--- config.mk ---
export PLATFORM = sky130hd
export DESIGN_NAME = feature_id_register_bank
export DESIGN_NICKNAME = d
export VERILOG_FILES = /design/src/feature_id_pkg.sv /design/src/access_check_if.sv /design/src/pin_synchroniser.sv /design/src/access_checker.sv /design/src/feature_id_register_bank.sv
export SDC_FILE = /design/constraint.sdc
export NUM_CORES = 1
export LEC_CHECK = 0
export BUFFER_PORTS_ARGS = -buffer_cell sky130_fd_sc_hd__buf_2
export CAP_MARGIN = 20
export CORE_MARGIN = 1.5
export CORE_UTILIZATION = 30
export CTS_CLUSTER_DIAMETER = 200
export CTS_CLUSTER_SIZE = 28
export DETAILED_ROUTE_END_ITERATION = 8
export PLACE_DENSITY = 0.64
export SYNTH_ARGS = -nofsm -noshare
export SYNTH_HDL_FRONTEND = slang
export SYNTH_SLANG_ARGS = --single-unit
export TNS_END_PERCENT = 10
--- constraint.sdc ---
create_clock -name sys_clk -period 1.7 [get_ports sys_clk]
set_input_delay 0.34 -clock sys_clk [delete_from_list [all_inputs] [get_ports sys_clk]]
set_output_delay 0.34 -clock sys_clk [all_outputs]
set_load 0.01 [all_outputs]
--- src/feature_id_pkg.sv ---
// Constants for the feature identification register bank.
// Assumes a core pipeline that presents one system register access at a time.
package feature_id_pkg;

	// Privilege level codes on the request port
	localparam logic [1:0] LEVEL_USER    = 2'h0;
	localparam logic [1:0] LEVEL_KERNEL  = 2'h1;
	localparam logic [1:0] LEVEL_HYP     = 2'h2;
	localparam logic [1:0] LEVEL_MONITOR = 2'h3;

	// Trap syndrome class for a trapped system register access
	localparam logic [5:0] SYNDROME_SYSREG = 6'h18;

	// System register encodings, common part and per-register CRm and op2
	localparam logic [1:0] ENC_OP0    = 2'h3;
	localparam logic [2:0] ENC_OP1    = 3'h0;
	localparam logic [3:0] ENC_CRN    = 4'h0;
	localparam logic [3:0] ENC_CRM_PV = 4'h4;
	localparam logic [3:0] ENC_CRM_DB = 4'h5;
	localparam logic [2:0] ENC_OP2_PF = 3'h1;
	localparam logic [2:0] ENC_OP2_VF = 3'h4;
	localparam logic [2:0] ENC_OP2_DF = 3'h0;

	// Field positions (low bit of each 4-bit field)
	localparam int unsigned PF_RANDOM_TRAP  = 28;
	localparam int unsigned PF_MATRIX_EXT   = 24;
	localparam int unsigned PF_PART_FRAC    = 16;
	localparam int unsigned PF_MEM_TAG      = 8;
	localparam int unsigned PF_STORE_BYPASS = 4;
	localparam int unsigned PF_BRANCH_ID    = 0;

	localparam int unsigned VF_DOUBLE_MM  = 56;
	localparam int unsigned VF_SINGLE_MM  = 52;
	localparam int unsigned VF_INT8_MM    = 44;
	localparam int unsigned VF_SM_CIPHER  = 40;
	localparam int unsigned VF_SHA3       = 32;
	localparam int unsigned VF_BFLOAT     = 20;
	localparam int unsigned VF_BIT_PERM   = 16;
	localparam int unsigned VF_AES        = 4;
	localparam int unsigned VF_VERSION    = 0;

	localparam int unsigned DF_ZERO_GUEST = 60;
	localparam int unsigned DF_BRANCH_REC = 52;
	localparam int unsigned DF_MT_MONITOR = 48;
	localparam int unsigned DF_TRACE_BUF  = 44;
	localparam int unsigned DF_SELF_TRACE = 40;
	localparam int unsigned DF_DBL_LOCK   = 36;
	localparam int unsigned DF_STAT_PROF  = 32;
	localparam int unsigned DF_CTX_BRK    = 28;
	localparam int unsigned DF_WATCH      = 20;
	localparam int unsigned DF_BREAK      = 12;
	localparam int unsigned DF_PERF_MON   = 8;
	localparam int unsigned DF_TRACE_IF   = 4;
	localparam int unsigned DF_DEBUG_VER  = 0;

	// Field values
	localparam logic [3:0] VAL_ZERO       = 4'h0;
	localparam logic [3:0] VAL_ONE        = 4'h1;
	localparam logic [3:0] VAL_TWO        = 4'h2;
	localparam logic [3:0] VAL_TAG_FULL   = 4'h3;
	localparam logic [3:0] VAL_NOT_IMPL   = 4'hF;
	localparam logic [3:0] VAL_CTX_BRK    = 4'h1;
	localparam logic [3:0] VAL_WATCH      = 4'h3;
	localparam logic [3:0] VAL_BREAK      = 4'h5;
	localparam logic [3:0] VAL_PERF_MON   = 4'h7;
	localparam logic [3:0] VAL_DEBUG_VER  = 4'h9;

	// Reset value of the response data
	localparam logic [63:0] DATA_RESET = 64'h0;

endpackage

--- src/access_check_if.sv ---
// Carries one access-check question and its answer between the bank and its checker.
// Assumes both ends sit on the same clock; the answer is combinational.
`timescale 1ns/10ps
interface access_check_if;
	logic       [1:0] level;
	logic             hyp_enabled;
	logic             host_trap_general;
	logic             id_group3_trap;
	logic             trap;
	logic       [1:0] target_level;

	modport requester (output level, output hyp_enabled, output host_trap_general,
		output id_group3_trap, input trap, input target_level);
	modport decider (input level, input hyp_enabled, input host_trap_general,
		input id_group3_trap, output trap, output target_level);
endinterface

--- src/pin_synchroniser.sv ---
// Three-flop synchroniser with an agreement filter for one slow pin.
// Assumes the pin changes rarely compared with the core clock.
`timescale 1ns/10ps
module pin_synchroniser
	import feature_id_pkg::*;
(
	// Clock and reset
	input  wire logic sys_clk,
	input  wire logic rst,
	// Pin and filtered level
	input  wire logic pin,
	output logic      level
);
	typedef struct packed {
		logic s1;
		logic s2;
		logic s3;
		logic stable;
	} sync_s;

	sync_s state;
	sync_s next_state;

	// First stage feeds only the second stage
	always_comb begin
		next_state = state;
		next_state.s1 = pin;
		next_state.s2 = state.s1;
		next_state.s3 = state.s2;
		if (state.s2 == state.s3) begin
			next_state.stable = state.s3;
		end
	end

	always_ff @(posedge sys_clk or posedge rst) begin
		if (rst) begin
			state <= '0;
		end else begin
			state <= next_state;
		end
	end

	assign level = state.stable;
endmodule

--- src/access_checker.sv ---
// Decides whether an identification register read traps and to which level.
// Assumes the requester only asks for encodings the bank maps.
`timescale 1ns/10ps
module access_checker
	import feature_id_pkg::*;
(
	// Question and answer
	access_check_if.decider chk
);
	always_comb begin
		chk.trap = 1'b0;
		chk.target_level = LEVEL_KERNEL;
		case (chk.level)
			LEVEL_USER: begin
				chk.trap = 1'b1;
				if (chk.hyp_enabled && chk.host_trap_general) begin
					chk.target_level = LEVEL_HYP;
				end else begin
					chk.target_level = LEVEL_KERNEL;
				end
			end
			LEVEL_KERNEL: begin
				if (chk.hyp_enabled && chk.id_group3_trap) begin
					chk.trap = 1'b1;
					chk.target_level = LEVEL_HYP;
				end
			end
			// Higher levels always see the contents
			LEVEL_HYP, LEVEL_MONITOR: begin
				chk.trap = 1'b0;
			end
			default: begin
				chk.trap = 1'b0;
			end
		endcase
	end
endmodule

--- src/feature_id_register_bank.sv ---
// Feature identification register bank: three read-only 64-bit registers.
// Assumes the pipeline presents at most one access per cycle and accepts the answer one cycle later.
//
// Functional notes
// - User-level read traps, class 0x18, to hypervisor if enabled and trap-general, else kernel.
// - Kernel-level read traps to hypervisor if enabled and group-3 trap set, else returns.
// - Hypervisor and monitor level reads always return contents, no trap check.
// - Processor features 1 selected by op0 3, op1 0, CRn 0, CRm 4, op2 1.
// - Vector features 0 selected by op0 3, op1 0, CRn 0, CRm 4, op2 4.
// - Debug features 0 selected by op0 3, op1 0, CRn 0, CRm 5, op2 0.
// - Processor features 1 bits 63:32, 23:20 and 15:12 read zero.
// - Random-number trap field 31:28 reads zero, trapping unsupported.
// - Matrix extension field 27:24 reads zero, not implemented.
// - Partitioning fraction field 19:16 reads one.
// - Memory tagging field reads one with tag broadcast low, three when high.
// - Store-bypass-safe field 7:4 reads two.
// - Branch target identification field 3:0 reads one.
// - Vector double and single matrix multiply fields read zero.
// - Int8 matrix, bfloat, bit permute and vector version fields read one.
// - Vector SM cipher and SHA3 fields read one with crypto enabled, else zero.
// - Vector AES field reads two with crypto enabled, else zero.
// - Vector features 0 reserved bits 63:60, 51:48, 39:36, 31:24, 15:8 read zero.
// - Zero guest counters, trace buffer, self-hosted trace read one; branch record, profiling zero.
// - Multithread monitor and double-lock fields read all ones, not implemented.
// - Breakpoint and watchpoint counts hold count minus one: 1, 3, 5.
// - Debug version reads 9, trace interface one, perf monitor version code.
`timescale 1ns/10ps
module feature_id_register_bank
	import feature_id_pkg::*;
(
	// Clock and reset
	input  wire logic        sys_clk,
	input  wire logic        rst,
	// Access request from the pipeline
	input  wire logic        req_valid,
	input  wire logic        req_write,
	input  wire logic [1:0]  req_op0,
	input  wire logic [2:0]  req_op1,
	input  wire logic [3:0]  req_crn,
	input  wire logic [3:0]  req_crm,
	input  wire logic [2:0]  req_op2,
	// Privilege context of the request
	input  wire logic [1:0]  req_level,
	input  wire logic        hyp_enabled,
	input  wire logic        host_trap_general,
	input  wire logic        id_group3_trap,
	// Configuration pins
	input  wire logic        tag_broadcast_input,
	input  wire logic        crypto_enabled,
	// Answer to the pipeline
	output logic             rsp_valid,
	output logic [63:0]      rsp_data,
	output logic             rsp_trap,
	output logic [1:0]       rsp_target_level,
	output logic [5:0]       rsp_syndrome_class,
	output logic             rsp_unmapped,
	output logic             rsp_write_ignored
);
	typedef enum {
		SEL_NONE,
		SEL_PROC_1,
		SEL_VECTOR_0,
		SEL_DEBUG_0
	} select_e;

	typedef struct packed {
		logic        rsp_valid;
		logic [63:0] rsp_data;
		logic        rsp_trap;
		logic [1:0]  rsp_target_level;
		logic [5:0]  rsp_syndrome_class;
		logic        rsp_unmapped;
		logic        rsp_write_ignored;
	} bank_s;

	bank_s   state;
	bank_s   next_state;
	select_e sel;
	logic    tag_level;
	logic    crypto_level;

	access_check_if chk_bus ();

	// Pins are slow straps; filtered to avoid a torn field value
	pin_synchroniser u_tag_sync (
		.sys_clk (sys_clk),
		.rst     (rst),
		.pin     (tag_broadcast_input),
		.level   (tag_level)
	);

	pin_synchroniser u_crypto_sync (
		.sys_clk (sys_clk),
		.rst     (rst),
		.pin     (crypto_enabled),
		.level   (crypto_level)
	);

	access_checker u_checker (
		.chk (chk_bus)
	);

	assign chk_bus.level             = req_level;
	assign chk_bus.hyp_enabled       = hyp_enabled;
	assign chk_bus.host_trap_general = host_trap_general;
	assign chk_bus.id_group3_trap    = id_group3_trap;

	// Places a 4-bit field into a 64-bit word
	function automatic logic [63:0] put_field(input logic [63:0] word, input int unsigned lsb,
		input logic [3:0] val);
		logic [63:0] shifted;
		shifted = 64'(val) << lsb;
		return word | shifted;
	endfunction

	// Decodes a system register encoding to a bank entry
	function automatic select_e decode(input logic [1:0] op0, input logic [2:0] op1,
		input logic [3:0] crn, input logic [3:0] crm, input logic [2:0] op2);
		select_e s;
		s = SEL_NONE;
		if (op0 == ENC_OP0 && op1 == ENC_OP1 && crn == ENC_CRN) begin
			if (crm == ENC_CRM_PV && op2 == ENC_OP2_PF) begin
				s = SEL_PROC_1;
			end else if (crm == ENC_CRM_PV && op2 == ENC_OP2_VF) begin
				s = SEL_VECTOR_0;
			end else if (crm == ENC_CRM_DB && op2 == ENC_OP2_DF) begin
				s = SEL_DEBUG_0;
			end
		end
		return s;
	endfunction

	// Processor features 1; unlisted bits stay zero
	function automatic logic [63:0] proc_feature_1(input logic tag_bcast);
		logic [63:0] w;
		w = 64'h0;
		w = put_field(w, PF_RANDOM_TRAP, VAL_ZERO);
		w = put_field(w, PF_MATRIX_EXT, VAL_ZERO);
		w = put_field(w, PF_PART_FRAC, VAL_ONE);
		w = put_field(w, PF_MEM_TAG, tag_bcast ? VAL_TAG_FULL : VAL_ONE);
		w = put_field(w, PF_STORE_BYPASS, VAL_TWO);
		w = put_field(w, PF_BRANCH_ID, VAL_ONE);
		return w;
	endfunction

	// Vector features 0; crypto fields follow the enable pin
	function automatic logic [63:0] vector_feature_0(input logic crypto);
		logic [63:0] w;
		w = 64'h0;
		w = put_field(w, VF_DOUBLE_MM, VAL_ZERO);
		w = put_field(w, VF_SINGLE_MM, VAL_ZERO);
		w = put_field(w, VF_INT8_MM, VAL_ONE);
		w = put_field(w, VF_SM_CIPHER, crypto ? VAL_ONE : VAL_ZERO);
		w = put_field(w, VF_SHA3, crypto ? VAL_ONE : VAL_ZERO);
		w = put_field(w, VF_BFLOAT, VAL_ONE);
		w = put_field(w, VF_BIT_PERM, VAL_ONE);
		w = put_field(w, VF_AES, crypto ? VAL_TWO : VAL_ZERO);
		w = put_field(w, VF_VERSION, VAL_ONE);
		return w;
	endfunction

	// Debug features 0; fully fixed
	function automatic logic [63:0] debug_feature_0();
		logic [63:0] w;
		w = 64'h0;
		w = put_field(w, DF_ZERO_GUEST, VAL_ONE);
		w = put_field(w, DF_BRANCH_REC, VAL_ZERO);
		w = put_field(w, DF_MT_MONITOR, VAL_NOT_IMPL);
		w = put_field(w, DF_TRACE_BUF, VAL_ONE);
		w = put_field(w, DF_SELF_TRACE, VAL_ONE);
		w = put_field(w, DF_DBL_LOCK, VAL_NOT_IMPL);
		w = put_field(w, DF_STAT_PROF, VAL_ZERO);
		w = put_field(w, DF_CTX_BRK, VAL_CTX_BRK);
		w = put_field(w, DF_WATCH, VAL_WATCH);
		w = put_field(w, DF_BREAK, VAL_BREAK);
		w = put_field(w, DF_PERF_MON, VAL_PERF_MON);
		w = put_field(w, DF_TRACE_IF, VAL_ONE);
		w = put_field(w, DF_DEBUG_VER, VAL_DEBUG_VER);
		return w;
	endfunction

	assign sel = decode(req_op0, req_op1, req_crn, req_crm, req_op2);

	always_comb begin
		next_state = state;
		next_state.rsp_valid = req_valid;
		next_state.rsp_data = DATA_RESET;
		next_state.rsp_trap = 1'b0;
		next_state.rsp_target_level = LEVEL_USER;
		next_state.rsp_syndrome_class = 6'h00;
		next_state.rsp_unmapped = 1'b0;
		next_state.rsp_write_ignored = 1'b0;
		if (req_valid) begin
			if (req_write) begin
				// Contents come from constants and pins only
				next_state.rsp_write_ignored = 1'b1;
			end else if (sel == SEL_NONE) begin
				next_state.rsp_unmapped = 1'b1;
			end else if (chk_bus.trap) begin
				// Trap answer carries no data, so nothing leaks to a lower level
				next_state.rsp_trap = 1'b1;
				next_state.rsp_target_level = chk_bus.target_level;
				next_state.rsp_syndrome_class = SYNDROME_SYSREG;
			end else begin
				case (sel)
					SEL_PROC_1: begin
						next_state.rsp_data = proc_feature_1(tag_level);
					end
					SEL_VECTOR_0: begin
						next_state.rsp_data = vector_feature_0(crypto_level);
					end
					SEL_DEBUG_0: begin
						next_state.rsp_data = debug_feature_0();
					end
					default: begin
						next_state.rsp_data = DATA_RESET;
					end
				endcase
			end
		end
	end

	always_ff @(posedge sys_clk or posedge rst) begin
		if (rst) begin
			state <= '0;
		end else begin
			state <= next_state;
		end
	end

	assign rsp_valid          = state.rsp_valid;
	assign rsp_data           = state.rsp_data;
	assign rsp_trap           = state.rsp_trap;
	assign rsp_target_level   = state.rsp_target_level;
	assign rsp_syndrome_class = state.rsp_syndrome_class;
	assign rsp_unmapped       = state.rsp_unmapped;
	assign rsp_write_ignored  = state.rsp_write_ignored;

	// Checks
	logic rd_hit;
	assign rd_hit = req_valid && !req_write && sel != SEL_NONE;
endmodule

# Word-level counts from Yosys, hierarchy flattened
# Index checks and enable logic that the tools add are counted.
dict set report totals {
  output_inout_bits 76
  word_cells 63
  ff_bits 84
  in_bits 27
}
dict set report classes {
  bitwise_logic 2
  mux 20
  n_eq_ne 13
  n_reduce_logical 13
}
# operator n
set ops {}
lappend ops {{$pmux 61 s3} 1}
lappend ops {{$mux 32} 3}
lappend ops {{$mux 75} 1}
lappend ops {{$mux 71} 1}
lappend ops {{$mux 70} 1}
lappend ops {{$eq 32x2->1 const B} 2}
lappend ops {{$mux 61} 1}
lappend ops {{$or 45x33->45} 1}
lappend ops {{$or 45x6->45} 1}
lappend ops {{$eq 32x1->1 const B} 1}
lappend ops {{$logic_not 32->1} 1}
lappend ops {{$mux 2} 5}
lappend ops {{$mux 9} 1}
lappend ops {{$eq 4x3->1 const B} 2}
lappend ops {{$logic_and 1x1->1} 7}
lappend ops {{$eq 2x2->1 const B} 3}
lappend ops {{$logic_not 3->1} 2}
lappend ops {{$logic_not 4->1} 1}
lappend ops {{$mux 1} 4}
lappend ops {{$pmux 2 s2} 1}
lappend ops {{$eq 3x1->1 const B} 1}
lappend ops {{$eq 3x3->1 const B} 1}
lappend ops {{$pmux 1 s3} 1}
lappend ops {{$eq 1x1->1} 2}
lappend ops {{other kinds (3)} 3}

# Logic depth before layout (Yosys ltp)
# Gate-level depths: netlist (run 1).
dict set report depth {
  ltp_word 12
  depth_mapped 7
  depth_no_buf 7
}

# Cells and area by module
# Synthesis (run 1) repeated with hierarchy kept, for this count alone.
dict set report hier_totals {
  cells_unflattened 137
  area_unflattened_um2 1425.1
}
# module area_per_inst_um2 cells_each n_inst seq_area_each_um2
set modules_own_cells {}
lappend modules_own_cells {feature_id_register_bank 1154.9 120 1 375.4}
lappend modules_own_cells {pin_synchroniser 115.1 6 2 100.1}
lappend modules_own_cells {access_checker 40.0 5 1 0.0}

# Worst setup path before layout (run 1)
# No wires, ideal clock.
dict set report synth_timing {
  path_type {in2reg}
  start {input req_crn[2]}
  end {register state, in the netlist rsp_data[5]}
  t_required_ps 1619
  n_path_buf 0
  setup_slack_ps -586
  setup_time_ps 81
  arrival_ps 2205
  cell_stages 7
  cell_sequence {nor4b_2 > nand4_2 > or3_1 > ha_1 > or3b_1 > o21bai_4 > nor3_2}
}
# element line_no
set synth_rtl {}
lappend synth_rtl {{start: declaration} feature_id_register_bank.sv:39} ;# input wire logic [3:0] req_crn,
lappend synth_rtl {{end signal: assignment} feature_id_register_bank.sv:227} ;# state <= next_state;
lappend synth_rtl {{end: declaration} feature_id_register_bank.sv:76} ;# bank_s state;

==> impl_summary.md, run 1 <==
Final layout
The net count of the finished layout is 219. In the layout the commonest cells are sky130_fd_sc_hd__buf_2 (57), sky130_fd_sc_hd__conb_1 (43), sky130_fd_sc_hd__dfrtp_1 (23). The antenna diode count is 0. In the final layout, the share of cells above drive strength 1 is 0.473. Compared with the post-synthesis result, the final layout area differs by 20.5%. The final core area utilization is 0.379. The number of fillers in the final layout is 448. The commonest non-fill, non-tap cell in the layout is sky130_fd_sc_hd__buf_2.

Drt
The total wire length is 2270 µm. The detail route stage leaves a number of antenna-violating nets equal to 0. After detailed routing, the number of remaining DRC violations is 0. The detailed-routing iteration count for the pre-antenna-repair pass is 4.

In the routed layout, each cell is associated on average with a via count of 3.89. In the final routed layout, each cell accounts on average for 9.55 µm. The violation count after the first detailed-routing iteration is 12. The via count of the routed design is 927.

STA
The highest achievable clock rate is 0.487 GHz. Across the routed clock network, the largest skew measured is 0.00395 ns. The post-route minimum period is 2.05 ns. Setup violations remaining at the end of the flow were counted as 12. Hold is met by 0.0955 ns.

The post-route clock period utilization is 1.21. Across all setup checks in the final design, the least slack found is -0.353 ns. Setup repair after global routing could not meet its margin everywhere.

The final count of hold timing violations is 0. The number of pins with negative max-slew slack in the final report was 0.

Placement
The final HPWL from detailed placement is 1920 µm. The weighted congestion reported at the end of routability-driven placement is 0.806. Buffers placed on the I/O ports in this run total 59.

Clocking
The insertion delay to the later sink of the worst-skew pair is 0.27 ns. Hold repair after CTS inserted 0 buffers. The tree built by TritonCTS fans out to 23 sinks. TritonCTS built the clock tree. The register clock-pin slew on the reported worst setup and hold paths is 0.08 ns. The number of clock buffers inserted by TritonCTS is 3. The maximum buffer depth of the clock tree is 2. CTS built an H-tree with a depth of 1. CTS placed an instance of sky130_fd_sc_hd__clkbuf_8 at the clock tree root.

Critical path
The kind of end point of the critical path is a flip-flop. In this run the critical register-to-register path is captured at rsp_data[5]. For the worst setup path, the data required time is 1.88 ns. At the worst endpoint, the arrival time is 2.23 ns. The capture point of the worst path is rsp_data[8]. Along the worst path, the maximum fanout reaches 5.

The worst setup path is launched from an input pin. By startpoint and endpoint, the worst setup path is classified as input pin to flip-flop. The worst setup path startpoint is req_crm[1]. The origin of the critical flop-to-flop path is u_crypto_sync.level.

The path depth of the worst reg2reg path is 3. The setup check on the worst reg-to-reg path leaves a slack of 0.71 ns.

Logic synthesis
Dividing the synthesized area by the synthesized cell count gives 10.8 µm². In the synthesized netlist the async set-or-reset flop fraction comes to 1.00. The post-synthesis instance area is 0.00139 mm². The top flip-flop cell by instance count after synthesis is sky130_fd_sc_hd__dfrtp_1. Yosys printed 0 warnings. The post-synthesis cell count is 129. Counting distinct cell types in the post-synthesis netlist gives 27. The number of synthesized flops with an enable pin is 0. The share of the Yosys chip area taken by registers is 0.414.

Counting flops and latches in the post-synthesis netlist gives 23.

GRT
The via count of the first global-routing pass came to 817. The global route total overflow is 0. Entering global routing, the biggest net connects 24 pins. The global-route wire length before repair is 3440 µm. In the global route stage, overall resource usage came out at 0.0914. The number of antenna violations at the first check in global routing came to 0.

Die
In this run the vertical extent of the chip is 71.0 µm. The effective utilization at floorplan is 0.315. Row generation in the floorplan step produced 24 rows. From left edge to right edge, the die measures 71.0 µm. The floorplan step defined a die boundary enclosing 0.00505 mm². The floorplan step defined a core boundary enclosing 0.00441 mm². 103 I/O pins were placed.

Power and ir drop
The leakage power is 0.000956 µW. IR analysis of the VDD net gives a maximum drop of 0.283 mV. The total power per unit cell area is 625 mW/mm². The design draws 1050 µW.

Min path
In this run the worst hold path is classified as input pin to asynchronous set/reset pin.

Outcome
The checks that failed: negative setup slack. The run finished, with violations left.

Job
The number of max-cap violations is 0.
per-layer routing:
layer,global-route usage,share of wire,vias to the layer above
met5,0,0,-
met4,0.0818,0.039,0
met3,0.0171,0.10,5
met2,0.153,0.48,76
met1,0.0976,0.38,419
li1,-,-,427
area by class of cell:
cell class                      instances  area, µm²  share of cell area
Clock buffer                            4       45.0              0.0269
Inverter                                3       11.3             0.00673
Multi-Input combinational cell         85        579               0.346
Sequential cell                        23        576               0.344
Tap cell                               52       65.1              0.0389
Timing Repair Buffer                   71        398               0.238
worst max-delay path, cell delays in order:
cell                       delay, ns
sky130_fd_sc_hd__buf_6          0.09
sky130_fd_sc_hd__nor4b_4        0.30
sky130_fd_sc_hd__nand4_4        0.13
sky130_fd_sc_hd__or3_4          0.43
sky130_fd_sc_hd__ha_4           0.17
sky130_fd_sc_hd__or3b_4         0.40
sky130_fd_sc_hd__o21bai_4       0.22
sky130_fd_sc_hd__nor4_2         0.14
cells by family (layout without fill, tap and decap cells):
family | after synthesis | in the layout | share of synthesized area
other | 1 | 43 | 0.00270
AOI/OAI and AO/OA | 6 | 7 | 0.0432
adders and majority gates | 7 | 7 | 0.0595
and+or+nand+nor | 25 | 25 | 0.123
muxes | 1 | 1 | 0.00721
DFF | 23 | 23 | 0.414
buffers and inverters | 64 | 78 | 0.338
xor gates and xnor gates | 2 | 2 | 0.0126
power breakdown:
group / internal, µW / switching, µW
logic: 53.0 / 91.6
clock network: 167 / 165
registers: 562 / 7.15
total: 783 / 264
how the worst min path moves through the flow:
| stage | endpoint | slack, ns |
|---|---|---|
| 5_1_grt | rsp_data[32] | 0.13 |
| 3_3_place_gp | u_crypto_sync.next_state[1] | 0.33 |
| 2_1_floorplan | u_crypto_sync.next_state[1] | 0.33 |
| 4_1_cts | rsp_data[32] | 0.1 |
| 3_5_place_dp | u_tag_sync.next_state[1] | 0.34 |
| 6_report | rsp_data[32] | 0.1 |
registers in the layout (all words and copies together), names as in the netlist:
name and count:
rsp_data 9, rsp_valid 1, rsp_write_ignored 1, u_crypto_sync.next_state 2, rsp_target_level 2, rsp_syndrome_class 1
u_tag_sync.state 1, u_crypto_sync.level 1, u_tag_sync.level 1, u_tag_sync.next_state 2, rsp_unmapped 1, u_crypto_sync.state 1
cells in the mapped netlist (2+ instances only):
library cell / n / share of area
sky130_fd_sc_hd__xnor2_1: 2 / 0.013
sky130_fd_sc_hd__dfrtp_1: 23 / 0.41
sky130_fd_sc_hd__a21oi_1: 2 / 0.0072
sky130_fd_sc_hd__or3_1: 2 / 0.0090
sky130_fd_sc_hd__buf_4: 61 / 0.33
sky130_fd_sc_hd__maj3_1: 2 / 0.014
sky130_fd_sc_hd__nor3_1: 4 / 0.014
sky130_fd_sc_hd__inv_1: 3 / 0.0081
sky130_fd_sc_hd__ha_1: 5 / 0.045
sky130_fd_sc_hd__nor2_1: 8 / 0.022
repair_timing:
item,in CTS,in global routing
setup endpoints to repair,12,12
gates resized for setup,0,6
gates cloned,0,1
buffers inserted,0,0
pin swaps,2,1
stage by stage:
stage	setup TNS [ns]	worst slack, ns	cells	instance area [µm²]
3_3_place_gp	-7.09	-0.652	233	1570
5_1_grt	-4.48	-0.434	238	1670
3_5_place_dp	-7.55	-0.689	233	1570
4_1_cts	-3.99	-0.404	237	1620
2_1_floorplan	-5.19	-0.498	171	1580
6_report	-3.46	-0.353	238	1670
Note: power is estimated with default switching activity, not from simulation.
==> run 2, diff against run 1 <==
clock period = 2.6 ns   (was 1.7 ns; I/O delays follow)
==> impl_summary.md, run 2 (same netlist as run 1, synthesis figures left out) <==
Power and ir drop
The internal power of the cells totals 502 µW. The net load switching power is 164 µW. In this run the static leakage power is 0.000874 µW. The share of total power dissipated in sequential elements is 0.559. Of the total power, the share spent switching nets is 0.247. Power spread over the standard cell area amounts to 441 mW/mm². IR analysis of the VDD net gives a maximum drop of 0.153 mV. The share of total power dissipated in the clock network is 0.321. The share of total power dissipated in combinational logic is 0.119. The completed layout was analyzed and its total power is 666 µW.

Drt
The first routing iteration left 5 violations. After detailed routing, the number of remaining DRC violations is 0. The routed wirelength normalized by instance count is 9.60 µm. Once detail routing completed, the nets flagged for antenna violations numbered 0. After detailed routing, the total wire length is 2180 µm. The pre-antenna-repair detailed-routing pass consisted of 2 iterations.

The via density per instance is 3.89. The routed layout has 882 vias.

STA
The transition time at the pin with the least slew margin is 0.838 ns. The final count of hold timing violations is 0. The worst hold margin is 0.358 ns. The number of pins with negative max-slew slack in the final report is 0. In the finished design, the share of the clock period the worst path needs comes to 0.899.

Setup repair after global routing left no endpoint under its margin. Static timing analysis puts the maximum clock frequency at 0.428 GHz. The relative slew slack is 0.441.

The total negative setup slack is 0 ns. The post-route minimum period is 2.34 ns. Between clock sinks in the finished design, the worst skew comes to 0.00163 ns.

The setup-violating endpoint count in the final report is 0.

Critical path
STA classifies the critical path endpoint as a flip-flop. STA puts the critical path data required time at 2.79 ns. Setup slack on the worst reg-to-reg path comes out at 1.69 ns.

For the worst setup path, the data arrival time is 2.52 ns. The endpoint of the lowest-slack register-to-register path is rsp_data[5]. The origin of the critical flop-to-flop path is u_crypto_sync.level.

Measured in cells, the most critical reg-to-reg path has a length of 3. The maximum fanout encountered on the critical timing path is 9. The critical setup path kind is input pin to flip-flop. STA classifies the critical path startpoint as an input pin.

Final layout
The library cell used most frequently in the layout, excluding fill and tap cells, is sky130_fd_sc_hd__buf_2. The register with the most flip-flops in the layout has 9 of them. At the end of the flow the core is filled with cells to 0.342. The area growth from synthesis to layout is 8.65%. In the layout the commonest cells are sky130_fd_sc_hd__buf_2 (59), sky130_fd_sc_hd__conb_1 (43), sky130_fd_sc_hd__dfrtp_1 (23). Counting the fill cells in the layout gives 447. At the end of the flow, the number of nets in the layout was 208. Of the cells placed in the final design, the portion with a size suffix greater than 1 is 0.411. 0 antenna diodes ended up in the layout.

GRT
The number of antenna violations at the first check in global routing is 0. Entering global routing, the biggest net connects 24 pins. The via count of the first global-routing pass is 750. The global-route wire length before repair is 3430 µm. The global route total overflow is 0. Across every metal layer, demand over resource in global routing totals 0.0867.

Clocking
The root buffer cell is sky130_fd_sc_hd__clkbuf_8. The number of clock buffers inserted by TritonCTS is 3. TritonCTS built the clock tree. At the later pin of the worst-skew pair, clock insertion delay measures 0.26 ns. The number of instances resized during post-cts repair is 0. Buffers added to address setup during post-CTS repair amount to 0. In this run, post-CTS hold repair placed 0 buffers. Clock-pin slew was measured on the worst setup and hold paths at 0.08 ns. The clock net in this run drives a total of 23 sinks. The number of levels in the clock H-tree is 1. The clock passes through at most 2 buffers.

Min path
The classification of the worst-slack hold path is flip-flop to flip-flop. Counting instances, the worst hold path has a depth of 0. The startpoint of the worst hold path is u_tag_sync.next_state[2].

The terminating pin of the worst hold path is u_tag_sync.next_state[1].

Placement
Port buffering added 59 buffers. The weighted congestion reported at the end of routability-driven placement is 0.754. After legalization and detailed placement, the total HPWL measured 1880 µm.

Die
The overall die height is 71.0 µm. The placeable core region is 0.00441 mm². The horizontal extent of the die is 71.0 µm. The count of standard-cell rows is 24. In this run the count of I/O pins placed on the die edge is 103. The area enclosed by the die boundary is 0.00505 mm².

The effective utilization at floorplan is 0.315.

Outcome
The flow ran to the end, and the final reports show no timing, DRC or antenna violations.

Job
The tool flagged a number of max-cap violations equal to 0.
-- run 2: power groups by stage --
stage               Combinational, µW  Sequential (µW)  Clock, µW
detailed placement               79.5              380          0
global placement                 78.5              379          0
floorplan                        95.0              379          0
global route                     90.1              374        235
CTS                              79.6              373        223
finish                           79.3              372        214
-- run 2: per-layer routing --
metal	GRT usage	share of wire
met4	0.0314	0.0096
met5	0	0
met3	0.0171	0.11
met1	0.116	0.41
met2	0.140	0.47
-- run 2: how the worst max path moves through the flow --
stage               start          end  slack, ns  cells past startpoint
2_1_floorplan  req_crn[2]  rsp_data[5]       0.13                      7
3_3_place_gp   req_crn[2]  rsp_data[5]       0.04                      8
3_5_place_dp   req_crn[2]  rsp_data[5]      -0.05                      8
4_1_cts        req_crn[2]  rsp_data[5]       0.24                      8
5_1_grt        req_crn[2]  rsp_data[5]       0.10                      8
6_report       req_crn[2]  rsp_data[5]       0.26                      8
-- run 2: critical path: stages --
cell and delay (ns):
sky130_fd_sc_hd__buf_2 0.10, sky130_fd_sc_hd__nor4b_2 0.29, sky130_fd_sc_hd__nand4_2 0.15, sky130_fd_sc_hd__or3_1 0.40, sky130_fd_sc_hd__ha_1 0.21, sky130_fd_sc_hd__or3b_1 0.44, sky130_fd_sc_hd__o21bai_4 0.25, sky130_fd_sc_hd__nor3_2 0.16
-- run 2: final cells by class --
class / count / area (µm²) / area share
multi-input cells: 84 / 502 / 0.333
well taps: 52 / 65.1 / 0.0431
inverters: 3 / 11.3 / 0.00746
clock buffers: 4 / 45.0 / 0.0299
flip-flops and latches: 23 / 576 / 0.381
repair buffers: 61 / 310 / 0.206
-- run 2: through the flow --
stage | cells | cell area (µm²) | setup WS (ns)
2_1_floorplan | 171 | 1550 | 0.134
3_3_place_gp | 223 | 1460 | 0.0449
3_5_place_dp | 223 | 1460 | -0.0493
4_1_cts | 227 | 1510 | 0.243
5_1_grt | 227 | 1510 | 0.103
6_report | 227 | 1510 | 0.262
